### config.mk
export PLATFORM = sky130hd
export DESIGN_NAME = cmi_aggregator
export DESIGN_NICKNAME = d
export VERILOG_FILES = /design/src/verilog/cmi_pkg.sv /design/src/verilog/cmi_loss_events.sv /design/src/verilog/cmi_status_merge.sv /design/src/verilog/cmi_aggregator.sv
export SDC_FILE = /design/constraint.sdc
export NUM_CORES = 1
export LEC_CHECK = 0
export ABC_AREA = 1
export BUFFER_PORTS_ARGS = -buffer_cell sky130_fd_sc_hd__buf_2
export CAP_MARGIN = 20
export CORE_ASPECT_RATIO = 0.9
export CORE_MARGIN = 4
export CORE_UTILIZATION = 47
export CTS_CLUSTER_DIAMETER = 80
export DETAILED_ROUTE_END_ITERATION = 16
export GPL_ROUTABILITY_DRIVEN = 0
export PLACE_DENSITY = 0.79
export RECOVER_POWER = 100
export SLEW_MARGIN = 20
export SYNTH_ARGS = -nofsm -noshare
export SYNTH_HDL_FRONTEND = slang
export SYNTH_HIERARCHICAL = 1
export SYNTH_SLANG_ARGS = --single-unit
### constraint.sdc
create_clock -name clk -period 1.2 [get_ports clk]
set_input_delay 0.12 -clock clk [delete_from_list [all_inputs] [get_ports clk]]
set_output_delay 0.12 -clock clk [all_outputs]
set_load 0.02 [all_outputs]
### src/verilog/cmi_pkg.sv
// Purpose: shared constants and types of the clock monitor interrupt block
// Assumes: one 40 MHz system clock, synchronous active-low reset
// Notes:   register indices select words on the internal register port

package cmi_pkg;

    // ****************************************
    // register port
    // ****************************************
    localparam int unsigned CMI_IDX_W = 2;
    localparam int unsigned CMI_DATA_W = 16;
    localparam logic [1:0] CMI_IDX_ENABLE = 2'h0;
    localparam logic [1:0] CMI_IDX_STATUS = 2'h1;
    localparam logic [1:0] CMI_IDX_LOSS_EVT = 2'h2;

    // ****************************************
    // field positions, shared by enable and status words
    // ****************************************
    localparam int unsigned CMI_BIT_DEVICE = 15;
    localparam int unsigned CMI_BIT_LOAD_FAIL = 11;
    localparam int unsigned CMI_BIT_LOAD_ERR = 10;
    localparam int unsigned CMI_BIT_MANUAL_RDY = 9;
    localparam int unsigned CMI_BIT_CPL_ACT = 8;
    localparam int unsigned CMI_BIT_TRUE_ACT = 7;
    localparam int unsigned CMI_BIT_XTAL_LOSS = 6;
    localparam int unsigned CMI_BIT_CPL_LOSS = 5;
    localparam int unsigned CMI_BIT_TRUE_LOSS = 4;
    localparam int unsigned CMI_NUM_LOSS = 3;

    // ****************************************
    // reset values and masks
    // ****************************************
    localparam logic [15:0] CMI_ENABLE_RST = 16'h0000;
    localparam logic [15:0] CMI_ENABLE_WMASK = 16'h8FF0;
    localparam logic [15:0] CMI_SOURCE_MASK = 16'h0FF0;
    localparam logic [2:0] CMI_LOSS_EVT_RST = 3'h7;

    // ****************************************
    // carriers
    // ****************************************
    typedef struct packed {
        logic wr;
        logic rd;
        logic [1:0] idx;
        logic [15:0] wdata;
    } cmi_req_t;

    typedef struct packed {
        logic rd_valid;
        logic [15:0] rdata;
    } cmi_rsp_t;

    // loss monitors: bit 0 true input, 1 complement, 2 crystal
    typedef struct packed {
        logic [2:0] cond;
        logic [2:0] mon_rst;
    } cmi_loss_in_t;

endpackage

### src/verilog/cmi_loss_events.sv
// Purpose: sticky loss-of-signal event bits, write-one-to-clear
// Assumes: condition and monitor reset are synchronous to clk
// Notes:   a live condition always beats a clear from software

`timescale 1ns/1ps

module cmi_loss_events
    import cmi_pkg::*;
#(
    parameter int unsigned NUM = CMI_NUM_LOSS
) (
    input wire logic clk,
    input wire logic rst_b,
    input wire logic [NUM-1:0] cond,
    input wire logic [NUM-1:0] mon_rst,
    input wire logic [NUM-1:0] clr,
    output logic [NUM-1:0] evt
);

    logic [NUM-1:0] evt_ff;
    logic [NUM-1:0] nxt_evt;

    // ****************************************
    // per-monitor event bit
    // ****************************************
    genvar g;
    generate
        for (g = 0; g < NUM; g++) begin : g_evt
            // set wins over clear, so no loss is ever dropped
            always_comb begin
                nxt_evt[g] = evt_ff[g];
                if (clr[g]) begin
                    nxt_evt[g] = 1'b0;
                end
                if (cond[g] || mon_rst[g]) begin
                    nxt_evt[g] = 1'b1;
                end
            end
        end
    endgenerate

    // register only; reset leaves every bit set as monitors start
    always_ff @(posedge clk) begin
        if (!rst_b) begin
            evt_ff <= NUM'(CMI_LOSS_EVT_RST);
        end else begin
            evt_ff <= nxt_evt;
        end
    end

    assign evt = evt_ff;

endmodule

### src/verilog/cmi_status_merge.sv
// Purpose: builds the interrupt status word from the source event bits
// Assumes: all inputs are levels held by their owners
// Notes:   purely combinational; the top registers the result

`timescale 1ns/1ps

module cmi_status_merge
    import cmi_pkg::*;
#(
    parameter int unsigned FAIL_W = 4,
    parameter int unsigned CRC_W = 4
) (
    input wire logic [FAIL_W-1:0] load_fail_evt,
    input wire logic [CRC_W-1:0] crc_err_evt,
    input wire logic manual_rdy_evt,
    input wire logic [1:0] act_evt,
    input wire logic [2:0] loss_evt,
    input wire logic [15:0] enable,
    output logic [15:0] status
);

    logic [15:0] src;

    // ****************************************
    // source bits and overall flag
    // ****************************************
    always_comb begin
        src = 16'h0000;
        src[CMI_BIT_LOAD_FAIL] = |load_fail_evt;
        src[CMI_BIT_LOAD_ERR] = |crc_err_evt;
        src[CMI_BIT_MANUAL_RDY] = manual_rdy_evt;
        src[CMI_BIT_CPL_ACT] = act_evt[1];
        src[CMI_BIT_TRUE_ACT] = act_evt[0];
        src[CMI_BIT_XTAL_LOSS] = loss_evt[2];
        src[CMI_BIT_CPL_LOSS] = loss_evt[1];
        src[CMI_BIT_TRUE_LOSS] = loss_evt[0];
        status = src;
        // each source gated by its own enable bit
        status[CMI_BIT_DEVICE] =
            |(src & enable & CMI_SOURCE_MASK); // see R2
    end

endmodule

### src/verilog/cmi_aggregator.sv
// Purpose: interrupt aggregator of the clock monitors and the OTP loader
// Assumes: register port strobes and source levels are synchronous to clk
// Notes:   interrupt, and lock pin when it selects the interrupt, follow the sources one clock later
//
// Contract
// interrupt asserts only when master enable bit 15 and overall status set.
// overall status bit 15 is OR of every source bit ANDed with enable.
// gated interrupt drives lock pin when pin select picks the interrupt.
// enable bits 11 to 4 include their source when 1, exclude when 0.
// status bit 11 is OR of all loader failure event bits.
// status bit 10 is OR of all OTP checksum error event bits.
// status bit 9 follows the manual request ready event, no storage.
// bit 8 mirrors complement input activity, bit 7 true input activity.
// bits 6, 5, 4 mirror crystal, complement, true input loss events.
// loss event clears on write one, held during loss, set at monitor reset.
// interrupt is a level, dropping once enabled sources clear or disable.

`timescale 1ns/1ps

module cmi_aggregator
    import cmi_pkg::*;
#(
    parameter int unsigned FAIL_W = 4,
    parameter int unsigned CRC_W = 4
) (
    input wire logic clk,
    input wire logic rst_b,
    input wire cmi_req_t req,
    output cmi_rsp_t rsp,
    input wire logic [FAIL_W-1:0] load_fail_evt,
    input wire logic [CRC_W-1:0] crc_err_evt,
    input wire logic manual_rdy_evt,
    input wire logic true_input_activity_evt,
    input wire logic complement_activity_evt,
    input wire cmi_loss_in_t loss_in,
    input wire logic lock_sel_interrupt,
    input wire logic lock_other_level,
    output logic device_irq,
    output logic lock_pin
);

    // ****************************************
    // declarations
    // ****************************************
    logic [15:0] enable_ff;
    logic [15:0] nxt_enable;
    logic [15:0] status;
    logic [2:0] loss_evt;
    logic [2:0] loss_clr;
    logic irq_ff;
    logic nxt_irq;
    logic lock_pin_ff;
    logic nxt_lock_pin;
    logic rd_valid_ff;
    logic nxt_rd_valid;
    logic [15:0] rdata_ff;
    logic [15:0] nxt_rdata;
    logic hit_enable;
    logic hit_status;
    logic hit_loss;

    // ****************************************
    // address decode
    // ****************************************
    // unmapped indices read zero and ignore writes
    always_comb begin
        hit_enable = (req.idx == CMI_IDX_ENABLE);
        hit_status = (req.idx == CMI_IDX_STATUS);
        hit_loss = (req.idx == CMI_IDX_LOSS_EVT);
    end

    // ****************************************
    // loss event bits
    // ****************************************
    // write one clears; the keeper lets a live loss win over it
    always_comb begin
        loss_clr = 3'h0;
        if (req.wr && hit_loss) begin
            loss_clr = req.wdata[2:0];
        end
    end

    cmi_loss_events #(
        .NUM(CMI_NUM_LOSS)
    ) i_cmi_loss_events (
        .clk(clk),
        .rst_b(rst_b),
        .cond(loss_in.cond),
        .mon_rst(loss_in.mon_rst),
        .clr(loss_clr),
        .evt(loss_evt)
    );

    // ****************************************
    // status word
    // ****************************************
    cmi_status_merge #(
        .FAIL_W(FAIL_W),
        .CRC_W(CRC_W)
    ) i_cmi_status_merge (
        .load_fail_evt(load_fail_evt),
        .crc_err_evt(crc_err_evt),
        .manual_rdy_evt(manual_rdy_evt),
        .act_evt({complement_activity_evt, true_input_activity_evt}),
        .loss_evt(loss_evt),
        .enable(enable_ff),
        .status(status)
    );

    // ****************************************
    // enable register
    // ****************************************
    // reserved bits are masked so they always read zero
    always_comb begin
        nxt_enable = enable_ff;
        if (req.wr && hit_enable) begin
            nxt_enable = req.wdata & CMI_ENABLE_WMASK;
        end
    end

    always_ff @(posedge clk) begin
        if (!rst_b) begin
            enable_ff <= CMI_ENABLE_RST;
        end else begin
            enable_ff <= nxt_enable;
        end
    end

    // ****************************************
    // interrupt and lock pin
    // ****************************************
    // level output, no latch: it drops one clock after the sources do
    always_comb begin
        nxt_irq = enable_ff[CMI_BIT_DEVICE]
            & status[CMI_BIT_DEVICE]; // see R1
        nxt_lock_pin = lock_other_level;
        if (lock_sel_interrupt) begin
            nxt_lock_pin = nxt_irq;
        end
    end

    // both outputs come from flops to keep the pin glitch free
    always_ff @(posedge clk) begin
        if (!rst_b) begin
            irq_ff <= 1'b0;
            lock_pin_ff <= 1'b0;
        end else begin
            irq_ff <= nxt_irq;
            lock_pin_ff <= nxt_lock_pin;
        end
    end

    // ****************************************
    // read path
    // ****************************************
    // read data is captured in the strobe cycle and shown one clock later
    always_comb begin
        nxt_rd_valid = req.rd;
        nxt_rdata = 16'h0000;
        if (req.rd) begin
            case (req.idx)
                CMI_IDX_ENABLE: begin
                    nxt_rdata = enable_ff;
                end
                CMI_IDX_STATUS: begin
                    nxt_rdata = status;
                end
                CMI_IDX_LOSS_EVT: begin
                    nxt_rdata = {13'h0000, loss_evt};
                end
                default: begin
                    nxt_rdata = 16'h0000;
                end
            endcase
        end
    end

    always_ff @(posedge clk) begin
        if (!rst_b) begin
            rd_valid_ff <= 1'b0;
            rdata_ff <= 16'h0000;
        end else begin
            rd_valid_ff <= nxt_rd_valid;
            rdata_ff <= nxt_rdata;
        end
    end

    // ****************************************
    // outputs
    // ****************************************
    assign rsp.rd_valid = rd_valid_ff;
    assign rsp.rdata = rdata_ff;
    assign device_irq = irq_ff;
    assign lock_pin = lock_pin_ff;

endmodule

==> impl_results.md <==
* First-pass GRT wire length at 4554 um
* Final Routed Wirelength at 2807 um
* Routed Antenna Nets at 0
* TritonCTS clock tree: built
* Hold Path Depth at 3
* Max Cap Viol at 0
* Initial antenna violation count at 0
* Area of the core at 2838 um^2
* Final total power at 1.956 mW
* RSZ-0062 raised after global routing: no
* CTS Buf Count at 5
* Period minus WS final at 1036 ps
* CTS root buf: clkbuf_4
* Die area at 3991 um^2
* Worst r2r src: i_cmi_loss_events/evt[0]
* Die X-Extent at 66.15 um
* Crit path DAT at 1280 ps
* R2R cell count at 8
* Pwr dens at 1129 nW/um^2
* Worst hold start: loss_in[0]
* Ant. Diodes at 0
* DRT iter0 DRCs at 41
* H-tree Lvls at 2
* Final hold viol count at 0
* Most common cell type on the critical path: nand2_1
* Final instance area at 1732 um^2
* Clock sinks at 31
* Port buffer count at 55
* Area Overhead vs Synth at 21.08%
* Vias per cell at 4.306
* Drt first pass iters at 4
* Rows at 18
* Crit Reg-Reg Endpoint: lock_pin
* Final period utilization at 0.8634
* Remaining Overflow, GRT at 0
* Filler cells at 297
* DP Area at 1642 um^2
* Outcome: complete, no violations
* Hold Crit Endpoint: i_cmi_loss_events/evt[0]
* Critical-path cell list: nand2_1 -> nand2_1 -> inv_1 -> nand2_1 -> nor2_1 -> nand2_1 -> nand2_1 -> a21oi_1
* Critical Path RT at 1450 ps
* Syn_area_per_cell at 7.223 um^2
* Worst ir drop on vdd at 731.6 uV
* Setup Crit Path Kind: register to register
* Crit-path max cell delay at 390 ps
* Total Nets Final at 295
* Worst setup EP type: register
* Share of layout cells above drive strength 1 at 0.2008
* Lkg Pwr at 0.8364 nW
* Min Hold Slack at 16.25 ps
* Post-Place Setup Slack at 194.3 ps
* Tot GR Track Use at 0.1493
* Die H at 60.33 um
* Fin Setup TNS at 0 ps
* Synth Instances at 198
* Slew Viols, Final at 0
* Remaining DRCs at 0
* Initial Util at 0.5040
* Mapped cell area at 1430 um^2
* Clock latency at the later pin of the worst-skew pair at 320 ps
* Largest net degree at the start of global routing at 28
* Critical path launch point type: register
* Synth warn at 6
* Crit path max-delay cell type: dfxtp_1
* R2R setup slack at 160 ps
* FMAX at 0.9652 GHz
* Clock transition at path regs at 80 ps
* Ports at 60
* DP HPWL at 2096 um
* Hold crit path type: primary input to register
* Via count at 1,266
* Final Skew at 6.791 ps
* Setup ws final at 163.9 ps
* Worst-path fanout max at 4
* DR WL/cell at 9.548 um
* Cell family with most CP delay: simple AND/OR/NAND/NOR gates
* Final setup fails at 0
* Vias in the first global route at 1,067
* CP bufs+invs at 1
* Clock buffer depth at 2
==> per-stage QoR <==
stage | std cells | utilization
global route | 294 | 0.6102
finish | 294 | 0.6102
CTS | 294 | 0.6195
detailed placement | 281 | 0.5785
floorplan | 204 | -
global placement | 281 | 0.5785
==> layer usage <==
layer  wire [um]  track usage
met5           0            0
met4          31      0.05217
met3         183      0.04444
met2        1304       0.2348
met1        1287       0.1968
==> cell usage in the layout (no fill, tap or decap) <==
cell	instances
inv_1	22
nand3_1	28
nand2_1	41
buf_4	4
buf_12	1
dfxtp_1	31
nor2_1	25
clkbuf_8	1
o21ai_0	1
clkinv_2	1
conb_1	7
nor2_4	1
buf_2	34
a21oi_1	21
clkbuf_4	5
dlygate4sd3_1	6
clkbuf_1	21
nand2_2	3
a21oi_2	1
==> report_power, final <==
group | internal [mW] | switching, mW
sequential | 1.06 | 0.0182
combinational | 0.126 | 0.165
clock | 0.271 | 0.312
==> state kept, by name, indices dropped and copies added, names as in the netlist <==
| register | flops |
|---|---|
| device_irq | 1 |
| enable_ff | 9 |
| i_cmi_loss_events/evt | 3 |
| lock_pin | 1 |
| rdata_ff | 16 |
| rd_valid_ff | 1 |
==> worst max path at each step <==
stage / from / cells past startpoint / slack, ps / to
3_3_place_gp: i_cmi_loss_events/evt[1] / 8 / 210 / lock_pin
3_5_place_dp: i_cmi_loss_events/evt[0] / 8 / 190 / lock_pin
5_1_grt: i_cmi_loss_events/evt[0] / 8 / 60 / rdata_ff[15]
2_1_floorplan: req[19] / 7 / 310 / i_cmi_loss_events/evt[0]
6_report: i_cmi_loss_events/evt[0] / 8 / 160 / lock_pin
4_1_cts: i_cmi_loss_events/evt[2] / 8 / 170 / lock_pin
==> worst reg2reg max path: cells and delay by family (launching register included) <==
kind / cells / cell delay [ps]
AO/OA/AOI/OAI: 1 / 150
buffers and inverters: 1 / 30
flip-flops: 1 / 390
AND/OR/NAND/NOR: 6 / 410
==> final cells by class <==
cell class | count | area [um^2] | area share
Tap cell | 40 | 50.05 | 0.02890
Sequential cell | 31 | 620.6 | 0.3584
Clock inverter | 1 | 5.005 | 0.002890
Timing Repair Buffer | 66 | 359.1 | 0.2074
Inverter | 22 | 82.58 | 0.04769
Clock buffer | 6 | 51.30 | 0.02962
Multi-Input combinational cell | 128 | 563.0 | 0.3251
==> timing repair <==
action | CTS | global route
buffers inserted | 0 | 0
hold buffers | 6 | 0
gates resized for setup | 0 | 0
hold endpoints to repair | 4 | 0
(Power assumes the default switching activity.)
